**src/logic/wel_ctrl_pkg.sv**
```systemverilog
// constants for the serial-flash write-enable latch control block
package wel_ctrl_pkg;
    // -----------------------------------------------------------------
    // command opcodes
    // -----------------------------------------------------------------
    localparam logic [7:0] OP_SET_LATCH = 8'h06;
    localparam logic [7:0] OP_CLR_LATCH = 8'h04;
    localparam logic [7:0] OP_VOL_ENABLE = 8'h50;
    localparam logic [7:0] OP_STATUS_WR = 8'h01;
    localparam logic [7:0] OP_BLOCK_LOCK = 8'h36;
    localparam logic [7:0] OP_BUF_TO_PAGE = 8'h88;
    // -----------------------------------------------------------------
    // transfer shape
    // -----------------------------------------------------------------
    localparam int BYTE_BITS = 8;
    localparam logic [2:0] CNT_OPCODE_ONLY = 3'h1;
    localparam logic [2:0] CNT_OPCODE_ADDR = 3'h4;
    localparam logic [2:0] CNT_SATURATE = 3'h7;
    localparam int ADDR_BITS = 24;
    localparam int PAGE_BYTES = 256;
    localparam int BLOCK_SHIFT = 12;
    localparam int ARRAY_ADDR_BITS = 22;
    // -----------------------------------------------------------------
    // reset values
    // -----------------------------------------------------------------
    localparam logic RST_LATCH = 1'h0;
    localparam logic RST_BUSY = 1'h0;
    localparam logic RST_LOCK_BIT = 1'h1;
    localparam logic [2:0] BP_LEVEL_NONE = 3'h0;
    localparam logic [2:0] BP_LEVEL_ALL = 3'h7;
    localparam logic [22:0] BP_UNIT_FINE = 23'h001000;
    localparam logic [22:0] BP_UNIT_COARSE = 23'h010000;
    localparam logic [22:0] ARRAY_BYTES = 23'h400000;

    // commands that need the write-enable latch (01h: the latch or the volatile permission) before they may run
    function automatic logic is_latch_gated(input logic [7:0] op);
        case (op)
            8'h02, 8'hA2, 8'h32, 8'hAF, 8'hAD, 8'h88, 8'h81, 8'hDB,
            8'h20, 8'h52, 8'hD8, 8'h60, 8'hC7, 8'h9B, 8'h01, 8'h31,
            8'h11, 8'h71, 8'h0A: is_latch_gated = 1'h1;
            default: is_latch_gated = 1'h0;
        endcase
    endfunction
endpackage

```
**src/logic/sync2.sv**
```systemverilog
// two-flop synchroniser for pin inputs
`timescale 1ns/100ps
module sync2
    import wel_ctrl_pkg::*;
#(
    parameter int W = 1
) (
    input wire logic clk_sys,
    input wire logic rst_b,
    input wire logic [W-1:0] din,
    output logic [W-1:0] dout
);
    typedef struct packed {
        logic [W-1:0] s1;
        logic [W-1:0] s2;
    } sync_t;
    sync_t s_q, s_d;

    always_comb begin
        s_d.s1 = din;
        s_d.s2 = s_q.s1;
    end

    // reset parks chip select high so no frame is seen at release
    always_ff @(posedge clk_sys) begin
        if (!rst_b) begin
            s_q <= '1;
        end else begin
            s_q <= s_d;
        end
    end

    assign dout = s_q.s2;
endmodule

```
**src/logic/spi_byte_shift.sv**
```systemverilog
// serial-to-byte shifter, msb first, with byte-boundary tracking
`timescale 1ns/100ps
module spi_byte_shift
    import wel_ctrl_pkg::*;
(
    input wire logic clk_sys,
    input wire logic rst_b,
    input wire logic frame_active,
    input wire logic sck_rise,
    input wire logic si,
    output logic [7:0] byte_val,
    output logic byte_done,
    output logic mid_byte
);
    typedef struct packed {
        logic [7:0] sh;
        logic [2:0] cnt;
        logic done;
    } shift_t;
    shift_t s_q, s_d;

    always_comb begin
        s_d = s_q;
        s_d.done = 1'h0;
        if (!frame_active) begin
            s_d.cnt = 3'h0;
        end else if (sck_rise) begin
            s_d.sh = {s_q.sh[6:0], si};
            s_d.cnt = s_q.cnt + 3'h1;
            s_d.done = (s_q.cnt == 3'(BYTE_BITS - 1));
        end
    end

    always_ff @(posedge clk_sys) begin
        if (!rst_b) begin
            s_q <= '0;
        end else begin
            s_q <= s_d;
        end
    end

    assign byte_val = s_q.sh;
    assign byte_done = s_q.done;
    assign mid_byte = (s_q.cnt != 3'h0);
endmodule

```
**src/logic/spi_flash_write_latch_control.sv**
```systemverilog
// write-enable latch, block lock and buffer-to-page program control
`timescale 1ns/100ps
module spi_flash_write_latch_control
    import wel_ctrl_pkg::*;
#(
    parameter int NUM_BLOCKS = 1024
) (
    input wire logic clk_sys,
    input wire logic rst_b,
    input wire logic cs_b,
    input wire logic sck,
    input wire logic si,
    input wire logic block_protect_select,
    input wire logic protect_complement,
    input wire logic protect_granularity,
    input wire logic top_bottom_select,
    input wire logic [2:0] protect_level_bits,
    output logic write_enable_latch,
    output logic ready_busy_flag,
    output logic volatile_write_allow,
    output logic cmd_accept,
    output logic cmd_refuse,
    output logic [7:0] cmd_opcode,
    output logic status_write_volatile,
    output logic prog_write,
    output logic [23:0] prog_addr
);
    // -----------------------------------------------------------------
    // state
    // -----------------------------------------------------------------
    typedef enum logic [1:0] {
        ST_IDLE = 2'b00,
        ST_CMD = 2'b01,
        ST_BUSY = 2'b10
    } state_t;

    typedef struct packed {
        state_t st;
        logic busy;
        logic cs_p;
        logic sck_p;
        logic [2:0] nb;
        logic [7:0] opc;
        logic [23:0] adr;
        logic wel;
        logic vol;
        logic swv;
        logic acc;
        logic refu;
        logic [7:0] op_out;
        logic prog_wr;
        logic [23:0] prog_adr;
        logic [8:0] idx;
        logic [NUM_BLOCKS-1:0] lock;
    } ctrl_t;
    ctrl_t s_q, s_d;

    // -----------------------------------------------------------------
    // pin sampling and byte assembly
    // -----------------------------------------------------------------
    logic [2:0] pins_s;
    logic cs_s, sck_s, si_s;
    logic [7:0] byte_val;
    logic byte_done, mid_byte;

    sync2 #(.W(3)) u_sync (
        .clk_sys(clk_sys),
        .rst_b(rst_b),
        .din({cs_b, sck, si}),
        .dout(pins_s)
    );
    assign {cs_s, sck_s, si_s} = pins_s;

    logic sck_rise, cs_fall, cs_rise;
    assign sck_rise = sck_s & ~s_q.sck_p;
    assign cs_fall = ~cs_s & s_q.cs_p;
    assign cs_rise = cs_s & ~s_q.cs_p;

    spi_byte_shift u_shift (
        .clk_sys(clk_sys),
        .rst_b(rst_b),
        .frame_active(~cs_s),
        .sck_rise(sck_rise),
        .si(si_s),
        .byte_val(byte_val),
        .byte_done(byte_done),
        .mid_byte(mid_byte)
    );

    // -----------------------------------------------------------------
    // protection decode
    // -----------------------------------------------------------------
    function automatic logic level_protects(
        input logic [ARRAY_ADDR_BITS-1:0] a,
        input logic cmp,
        input logic gran,
        input logic top,
        input logic [2:0] lvl
    );
        logic [22:0] sz;
        logic hit;
        sz = 23'h0;
        hit = 1'h0;
        if (lvl == BP_LEVEL_ALL) begin
            hit = 1'h1;
        end else if (lvl != BP_LEVEL_NONE) begin
            sz = (gran ? BP_UNIT_FINE : BP_UNIT_COARSE) << (lvl - 3'h1);
            if (sz > ARRAY_BYTES) begin
                sz = ARRAY_BYTES;
            end
            hit = top ? ({1'h0, a} >= (ARRAY_BYTES - sz))
                      : ({1'h0, a} < sz);
        end
        level_protects = hit ^ cmp;
    endfunction

    logic [$clog2(NUM_BLOCKS)-1:0] blk;
    logic page_protected;
    assign blk = s_q.adr[BLOCK_SHIFT +: $clog2(NUM_BLOCKS)];
    always_comb begin
        if (block_protect_select) begin
            page_protected = s_q.lock[blk];
        end else begin
            page_protected = level_protects(
                s_q.adr[ARRAY_ADDR_BITS-1:0], protect_complement,
                protect_granularity, top_bottom_select,
                protect_level_bits);
        end
    end

    // -----------------------------------------------------------------
    // command sequencing
    // -----------------------------------------------------------------
    always_comb begin
        s_d = s_q;
        s_d.cs_p = cs_s;
        s_d.sck_p = sck_s;
        s_d.acc = 1'h0;
        s_d.refu = 1'h0;
        s_d.prog_wr = 1'h0;
        case (s_q.st)
            ST_IDLE: begin
                // a frame started while busy is never picked up here
                if (cs_fall) begin
                    s_d.st = ST_CMD;
                    s_d.nb = 3'h0;
                end
            end
            ST_CMD: begin
                if (byte_done) begin
                    if (s_q.nb != CNT_SATURATE) begin
                        s_d.nb = s_q.nb + 3'h1;
                    end
                    if (s_q.nb == 3'h0) begin
                        s_d.opc = byte_val;
                        s_d.op_out = byte_val;
                        if (is_latch_gated(byte_val)) begin
                            if (s_q.wel || (byte_val == OP_STATUS_WR
                                            && s_q.vol)) begin
                                s_d.acc = 1'h1;
                                s_d.swv = (byte_val == OP_STATUS_WR)
                                          && s_q.vol;
                            end else begin
                                s_d.refu = 1'h1;
                            end
                        end
                    end else if (s_q.nb < CNT_OPCODE_ADDR) begin
                        s_d.adr = {s_q.adr[15:0], byte_val};
                    end
                end
                if (cs_rise) begin
                    s_d.st = ST_IDLE;
                    // bits left over in a partial byte void the frame
                    if (!mid_byte) begin
                        // only a whole command other than 50h uses it up
                        if (s_q.nb != 3'h0
                            && s_q.opc != OP_VOL_ENABLE) begin
                            s_d.vol = 1'h0;
                        end
                        // extra bytes make these commands malformed, except 88h, which runs with any count of four or more
                        case (s_q.opc)
                            OP_SET_LATCH: begin
                                if (s_q.nb == CNT_OPCODE_ONLY) begin
                                    s_d.wel = 1'h1;
                                end
                            end
                            OP_CLR_LATCH: begin
                                if (s_q.nb == CNT_OPCODE_ONLY) begin
                                    s_d.wel = 1'h0;
                                end
                            end
                            OP_VOL_ENABLE: begin
                                if (s_q.nb == CNT_OPCODE_ONLY) begin
                                    s_d.vol = 1'h1;
                                end
                            end
                            OP_BLOCK_LOCK: begin
                                // lock only taken with latch set
                                if (s_q.nb == CNT_OPCODE_ADDR
                                    && s_q.wel) begin
                                    s_d.lock[blk] = 1'h1;
                                    s_d.wel = 1'h0;
                                end
                            end
                            OP_BUF_TO_PAGE: begin
                                if (s_q.wel && s_q.nb != 3'h0) begin
                                    s_d.wel = 1'h0;
                                    if (s_q.nb >= CNT_OPCODE_ADDR
                                        && !page_protected) begin
                                        s_d.st = ST_BUSY;
                                        s_d.idx = 9'h0;
                                    end
                                end
                            end
                            default: begin
                            end
                        endcase
                    end
                end
            end
            ST_BUSY: begin
                if (s_q.idx == 9'(PAGE_BYTES)) begin
                    s_d.st = ST_IDLE;
                end else begin
                    s_d.prog_wr = 1'h1;
                    s_d.prog_adr = {s_q.adr[23:8], s_q.idx[7:0]};
                    s_d.idx = s_q.idx + 9'h1;
                end
            end
            default: begin
                s_d.st = ST_IDLE;
            end
        endcase
        s_d.busy = (s_d.st == ST_BUSY);
    end

    always_ff @(posedge clk_sys) begin
        if (!rst_b) begin
            s_q <= '0;
            s_q.st <= ST_IDLE;
            s_q.cs_p <= 1'h1;
            // matches the synchroniser's reset level: no false sck edge
            s_q.sck_p <= 1'h1;
            s_q.wel <= RST_LATCH;
            s_q.lock <= {NUM_BLOCKS{RST_LOCK_BIT}};
        end else begin
            s_q <= s_d;
        end
    end

    assign write_enable_latch = s_q.wel;
    assign ready_busy_flag = s_q.busy;
    assign volatile_write_allow = s_q.vol;
    assign cmd_accept = s_q.acc;
    assign cmd_refuse = s_q.refu;
    assign cmd_opcode = s_q.op_out;
    assign status_write_volatile = s_q.swv;
    assign prog_write = s_q.prog_wr;
    assign prog_addr = s_q.prog_adr;

    // -----------------------------------------------------------------
    // checks
    // -----------------------------------------------------------------
    logic [9:0] wr_cnt;
    always_ff @(posedge clk_sys) begin
        if (!rst_b || s_q.st != ST_BUSY) begin
            wr_cnt <= 10'h0;
        end else if (prog_write) begin
            wr_cnt <= wr_cnt + 10'h1;
        end
    end

    logic end_ok;
    assign end_ok = (s_q.st == ST_CMD) && cs_rise && !mid_byte;
endmodule

```
**config.mk**
```make
export PLATFORM = sky130hd
export DESIGN_NAME = spi_flash_write_latch_control
export DESIGN_NICKNAME = d
export VERILOG_FILES = /design/src/logic/wel_ctrl_pkg.sv /design/src/logic/sync2.sv /design/src/logic/spi_byte_shift.sv /design/src/logic/spi_flash_write_latch_control.sv
export SDC_FILE = /design/constraint.sdc
export NUM_CORES = 2
export LEC_CHECK = 0
export BUFFER_PORTS_ARGS = -buffer_cell sky130_fd_sc_hd__buf_2
export CAP_MARGIN = 20
export CORE_ASPECT_RATIO = 0.8
export CORE_MARGIN = 2
export CORE_UTILIZATION = 52
export CTS_BUF_LIST = sky130_fd_sc_hd__clkbuf_16
export DETAILED_ROUTE_END_ITERATION = 8
export GPL_ROUTABILITY_DRIVEN = 0
export PLACE_DENSITY = 0.68
export SYNTH_ARGS = -nofsm -noshare
export SYNTH_HDL_FRONTEND = slang
export SYNTH_SLANG_ARGS = --single-unit
export TNS_END_PERCENT = 100
```
**constraint.sdc**
```tcl
create_clock -name clk_sys -period 6.85 [get_ports clk_sys]
set_clock_uncertainty 0.1 [all_clocks]
set_input_delay 1.7125 -clock clk_sys [delete_from_list [all_inputs] [get_ports clk_sys]]
set_output_delay 1.7125 -clock clk_sys [all_outputs]
set_load 0.01 [all_outputs]
```
# After elaboration in Yosys (flattened, before gate mapping)

Index checks and enable logic that the tools add are counted.

$add $sub $neg: 5
Multipliers: 0
Divide/modulo/power cells: 0
Magnitude comparators: 7
Equality and inequality tests: 47
Shift-type cells: 1
Muxes and demuxes: 52
Bitwise operators: 13
Reductions and logical operators: 31

Operators by type and width:

| operator                                                               | count |
|---|---|
| 1033-bit two-way mux                                                   | 2 |
| 1024-bit two-way mux                                                   | 2 |
| 1024-bit bitwise OR                                                    | 1 |
| 23-bit two-way mux                                                     | 4 |
| 8-bit equality test (second input constant)                            | 10 |
| 24-bit two-way mux                                                     | 2 |
| 35-bit two-way mux                                                     | 1 |
| 34-bit two-way mux                                                     | 1 |
| 8-bit by 6-bit equality test with 1-bit output (second input constant) | 4 |
| 8-bit by 7-bit equality test with 1-bit output (second input constant) | 4 |
| 9-bit two-way mux                                                      | 3 |
| 22-bit by 23-bit greater-or-equal comparator with 1-bit output         | 1 |
| 23-bit > comparator (second input constant)                            | 1 |
| 22-bit by 23-bit < comparator with 1-bit output                        | 1 |
| 17-bit by 3-bit left shift with 23-bit output                          | 1 |
| 23-bit subtractor (first input constant)                               | 1 |
| 2-bit != test (second input constant)                                  | 11 |
| 1-bit two-way mux                                                      | 20 |
| 19-bit OR reduction                                                    | 1 |
| 9-bit one-hot mux with 2 select lines                                  | 1 |
| 17-bit two-way mux                                                     | 1 |
| 8-bit by 3-bit equality test with 1-bit output (second input constant) | 2 |
| 5-bit AND reduction                                                    | 3 |
| 2-bit two-way mux                                                      | 7 |
| other kinds (44)                                                       | 71 |

Register bits: 1121
Bits in latches: 0
Bits in writable memories: 0
Bits in read-only memories: 0
Input bits: 12
Output and inout port bits: 39
Word-level logic and storage cells: 177
Memories: 0

# Logic depth before layout (Yosys ltp)

Word-level depth: 24
Gate-level depth with buffers: 24
Depth with buffers taken out: 20

# Modules after synthesis

Synthesis repeated with hierarchy kept, for this count alone.

Cells, all modules: 5156
Area total of the unflattened synthesis: 47201.5 um2

Modules (own cells, without submodules):

| module                        | instances | cells each | area each (um2) | seq. area each (um2) |
|---|---|---|---|---|
| spi_flash_write_latch_control | 1         | 5090       | 46508.4         | 22081.2 |
| spi_byte_shift                | 1         | 54         | 535.5           | 240.2 |
| sync2                         | 1         | 12         | 157.7           | 120.1 |

# Worst setup path after synthesis

No wires, ideal clock.

Kind: input -> register
Start point: in protect_level_bits[0]
End point: reg s_q[1025] (netlist bit)
Setup time: 0.116 ns
Arrival: 5.593 ns
Required time: 6.634 ns
Slack: 1.041 ns
Stages: 24
Path buffers: 4
Cells stage by stage: clkbuf_1 inv_1 ha_1 ha_1 and2_1 clkbuf_1 nand3_1 ha_1 clkbuf_1 inv_1 nor3_1 a31oi_1 o22ai_1 ha_1 nand4_1 a21oi_1 o21ai_0 and3_1 o21ai_0 xor2_1 nor4_1 a211oi_2 buf_6 o211a_1

Longest elaborated chain between the ends: 19
Elaborated cells on any way between the ends: 22
Those cells by class: add/sub: 2; order compare: 3; eq/ne: 2; shift: 1; mux: 9; bitwise: 1; reduce/logical: 4

RTL lines:

| what                                          | RTL line                             | text |
|---|---|---|
| start: declaration                            | spi_flash_write_latch_control.sv:17  | `input wire logic [2:0] protect_level_bits,` |
| 3-bit by 1-bit subtractor with 3-bit output   | spi_flash_write_latch_control.sv:107 | `sz = (gran ? BP_UNIT_FINE : BP_UNIT_COARSE) << (lvl - 3'h1);` |
| 17-bit by 3-bit left shift with 23-bit output | spi_flash_write_latch_control.sv:107 |  |
| 23-bit > comparator                           | spi_flash_write_latch_control.sv:108 | `if (sz > ARRAY_BYTES) begin` |
| 23-bit two-way mux                            | spi_flash_write_latch_control.sv:108 |  |
| 23-bit two-way mux                            | spi_flash_write_latch_control.sv:106 | `end else if (lvl != BP_LEVEL_NONE) begin` |
| 23-bit two-way mux                            | spi_flash_write_latch_control.sv:104 | `if (lvl == BP_LEVEL_ALL) begin` |
| 23-bit two-way mux                            | spi_flash_write_latch_control.sv:121 | `if (block_protect_select) begin` |
| 23-bit subtractor                             | spi_flash_write_latch_control.sv:111 | `hit = top ? ({1'h0, a} >= (ARRAY_BYTES - sz))` |
| [... 3 more ...]                              | n/a                                  |  |
| 1-bit two-way mux *                           | spi_flash_write_latch_control.sv:104 |  |
| 1-bit two-way mux *                           | spi_flash_write_latch_control.sv:121 |  |
| 1-bit bitwise XOR *                           | spi_flash_write_latch_control.sv:114 | `level_protects = hit ^ cmp;` |
| 1-bit two-way mux *                           | spi_flash_write_latch_control.sv:121 |  |
| 1-bit logical NOT *                           | spi_flash_write_latch_control.sv:209 | `&& !page_protected) begin` |
| 1-bit logical AND *                           | spi_flash_write_latch_control.sv:209 |  |
| 2-bit != test (no source line) *              | n/a                                  |  |
| 7-bit AND reduction (no source line) *        | n/a                                  |  |
| end: declaration                              | spi_flash_write_latch_control.sv:56  | `ctrl_t s_q, s_d;` |

Mark *: on every way between the ends. The rest lies on a longest branch, timed or not. The select of a mux whose other input is x is not followed.
A chain may end at the register's enable or synchronous reset.

# Final worst setup path

Start point: in protect_level_bits[0]
End point: reg s_q[1024] (netlist bit)

The elaborated chain is that of the path after synthesis.

==> results.md <==
- Lkg Pwr: 0.0168 µW
- Port Buffer Count: 50
- Rows: 98
- Core ar.: 89,500 µm²
- HPWL Detailed: 79,200 µm
- RSZ-0062 raised after global routing: no
- Die Y: 273 µm
- Cell area power density: 242 nW/µm²
- Number of fill cells: 7,899
- Fin. Hold Viols: 0
- Status: finished clean
- CTS Hold Bufs: 0
- Area growth syn-to-layout: 7.94%
- Vias/cell: 6.01
- Routed Antenna Nets: 0
- I/O pins: 51
- Syn_nets: 5,103
- Final setup viols: 0
- Post-cts resize count: 0
- Gr ovfl total: 0
- H-tree Lvls: 3
- # Post-CTS Setup Buffers: 0
- TritonCTS sink count: 1,121
- GR Util All Layers: 0.309
- CP required: 7310 ps
- Avg WL per Cell: 24.2 µm
- Crit path kind: input port to flip-flop
- Worst hold path type: flip-flop to flip-flop
- Clk buf depth: 3
- Post-Syn Area: 47,100 µm²
- Slew margin rel.: 0.207
- Final period util: 0.814
- Max cap viols: 0
- Slew @ Worst Pin: 1190 ps
- # DRC: 0
- Drt first pass iters: 6
- Die footprint: 93,000 µm²
- Initial core utilization: 0.526
- Final min period: 5580 ps
- Top FF cell, synth: dfxtp_1
- Synthesis Warnings: 0
- Ys async rst share: 0
- EDFF count, synth: 0
- Avg Cell Area, Syn: 9.30 µm²
- First-pass GRT wire length: 220,000 µm
- Cts bufs inserted: 106
- Cells after Synth: 5,059
- Routed wire length: 148,000 µm
- Power Total: 12,300 µW
- Die Wd: 340 µm
- Clock-pin slew on the worst setup and hold paths: 60 ps
- Vias in the first global route: 33,688
- Initial antenna violation count: 11
- CTS tree: yes
- Most frequent cells in the layout: dfxtp_1 (1,119), nor2b_1 (1,048), o21ai_0 (1,048)
- Vias after detailed routing: 36,691
- Setup TNS: 0 ps
- DRT iter0 DRCs: 4,571
- Synthesized flop and latch total: 1,121
- Final #Nets: 4,863
- Setup Slack @ Placement: 705 ps
- Crit. End Element: flip-flop
- Share of layout cells above drive strength 1: 0.0767
- Dpl cells: 5,910
- Distinct cell type count after synthesis: 65
- Most common cell after layout, fill and taps aside: dfxtp_1
- Fin. max-slew vios: 0
- Arrival time at the worst endpoint: 6040 ps
- Setup WS post-layout: 1270 ps
- CP Max Fanout: 12
- Hold WS: 307 ps
- Sequential share of the synthesized area: 0.477
- CP Launch Type: input port
- Largest net degree at the start of global routing: 199
- Clk Latency, worst-skew pair: 690 ps
- Layout Cells excl Fill: 6,101
- Root buffer cell: clkbuf_16
- FMAX: 0.179 GHz
- Maximum VDD drop: 0.000189 V
## kinds of logic (layout without fill, tap and decap cells)
group                      after synthesis  in the layout  synth area share
and+or+nand+nor                       1483           1483             0.186
AOI/OAI and AO/OA                     1402           1402             0.163
DFF                                   1121           1121             0.477
buffers and inverters                  518            359            0.0492
muxes                                  496            496             0.115
adders and majority gates               33             33           0.00872
xor gates and xnor gates                 6              6           0.00112
other                                    0              1                 0
## per-layer routing
| layer | global-route usage | share of wire | up-vias |
|---|---|---|---|
| li1 | - | - | 16955 |
| met4 | 0.0852 | 0.029 | 2 |
| met2 | 0.463 | 0.43 | 1460 |
| met1 | 0.457 | 0.46 | 17986 |
| met5 | 0 | 0.000088 | - |
| met3 | 0.0508 | 0.084 | 288 |
## synth_stat cells (9+ instances only)
master    instances  area (µm²)
nand4_1          10        62.6
ha_1             32         400
a21boi_0         51         383
nand3_1          12        60.1
a22oi_1           9        67.6
buf_6            12         135
o22ai_1         210        1310
buf_2            59         295
a31oi_1          11        68.8
nor4_1           40         250
mux4_2           37         833
and3_1            9        56.3
dfxtp_1        1121       22400
nor2_1           60         225
or4_1            16         120
o21ai_0        1048        5250
clkbuf_1        363        1360
a21oi_1          12        60.1
nand2_1         209         785
nor3_1           20         100
mux2i_1         459        4590
nand2b_1         14        87.6
buf_4            55         413
inv_1            24        90.1
nor2b_1        1048        6560
## flip-flops by register name, summed over array words and instances, names as in the netlist
register / count
u_sync.s_d: 3
ready_busy_flag: 1
cmd_refuse: 1
cmd_opcode: 8
status_write_volatile: 1
u_shift.s_q: 3
u_shift.byte_done: 1
s_q: 1054
prog_write: 1
blk: 10
write_enable_latch: 1
u_sync.dout: 3
prog_addr: 24
cmd_accept: 1
volatile_write_allow: 1
u_shift.byte_val: 8
## report_power, final
part	switching, µW	internal, µW
Clock	2540	2980
Combinational	112	113
Sequential	1.28	6520
Total	2660	9610
## metrics by stage
step / area, µm² / util
floorplan: 47100 / -
global placement: 47600 / 0.532
detailed placement: 47600 / 0.532
CTS: 50800 / 0.567
global route: 50800 / 0.568
finish: 50800 / 0.568
## final cells by class
class,instances,area (µm²),share of cell area
timing repair buffer,146,1150,0.0227
sequential,1121,22400,0.442
tap,1200,1500,0.0295
antenna,1,2.50,0.0000492
multi-input combinational,3420,22500,0.442
clock buffer,108,2700,0.0532
inverter,24,90.1,0.00177
clock inverter,81,460,0.00906
## critical path, cell delays in order
cell	delay, ps
buf_2	210
inv_1	110
ha_1	210
ha_1	350
and2_1	370
nand3_1	170
ha_1	350
inv_1	140
nor3_1	60
a31oi_1	150
o22ai_1	100
ha_1	340
nand4_1	130
a21oi_1	130
o21ai_0	100
and3_1	190
o21ai_0	230
xor2_1	160
nor4_1	310
a211oi_2	70
buf_4	200
o221a_2	240
## path summary, 6_finish.rpt
path	endpoint	slack, ps	from	cells after the start
max	s_q[1024]	1270	protect_level_bits[0]	22
min	u_sync.dout[1]	310	u_sync.s_d[1]	1
max reg2reg	s_q[1024]	2010	blk[2]	11
min reg2reg	u_sync.dout[1]	310	u_sync.s_d[1]	1
Power figures use the tool's default switching activity.
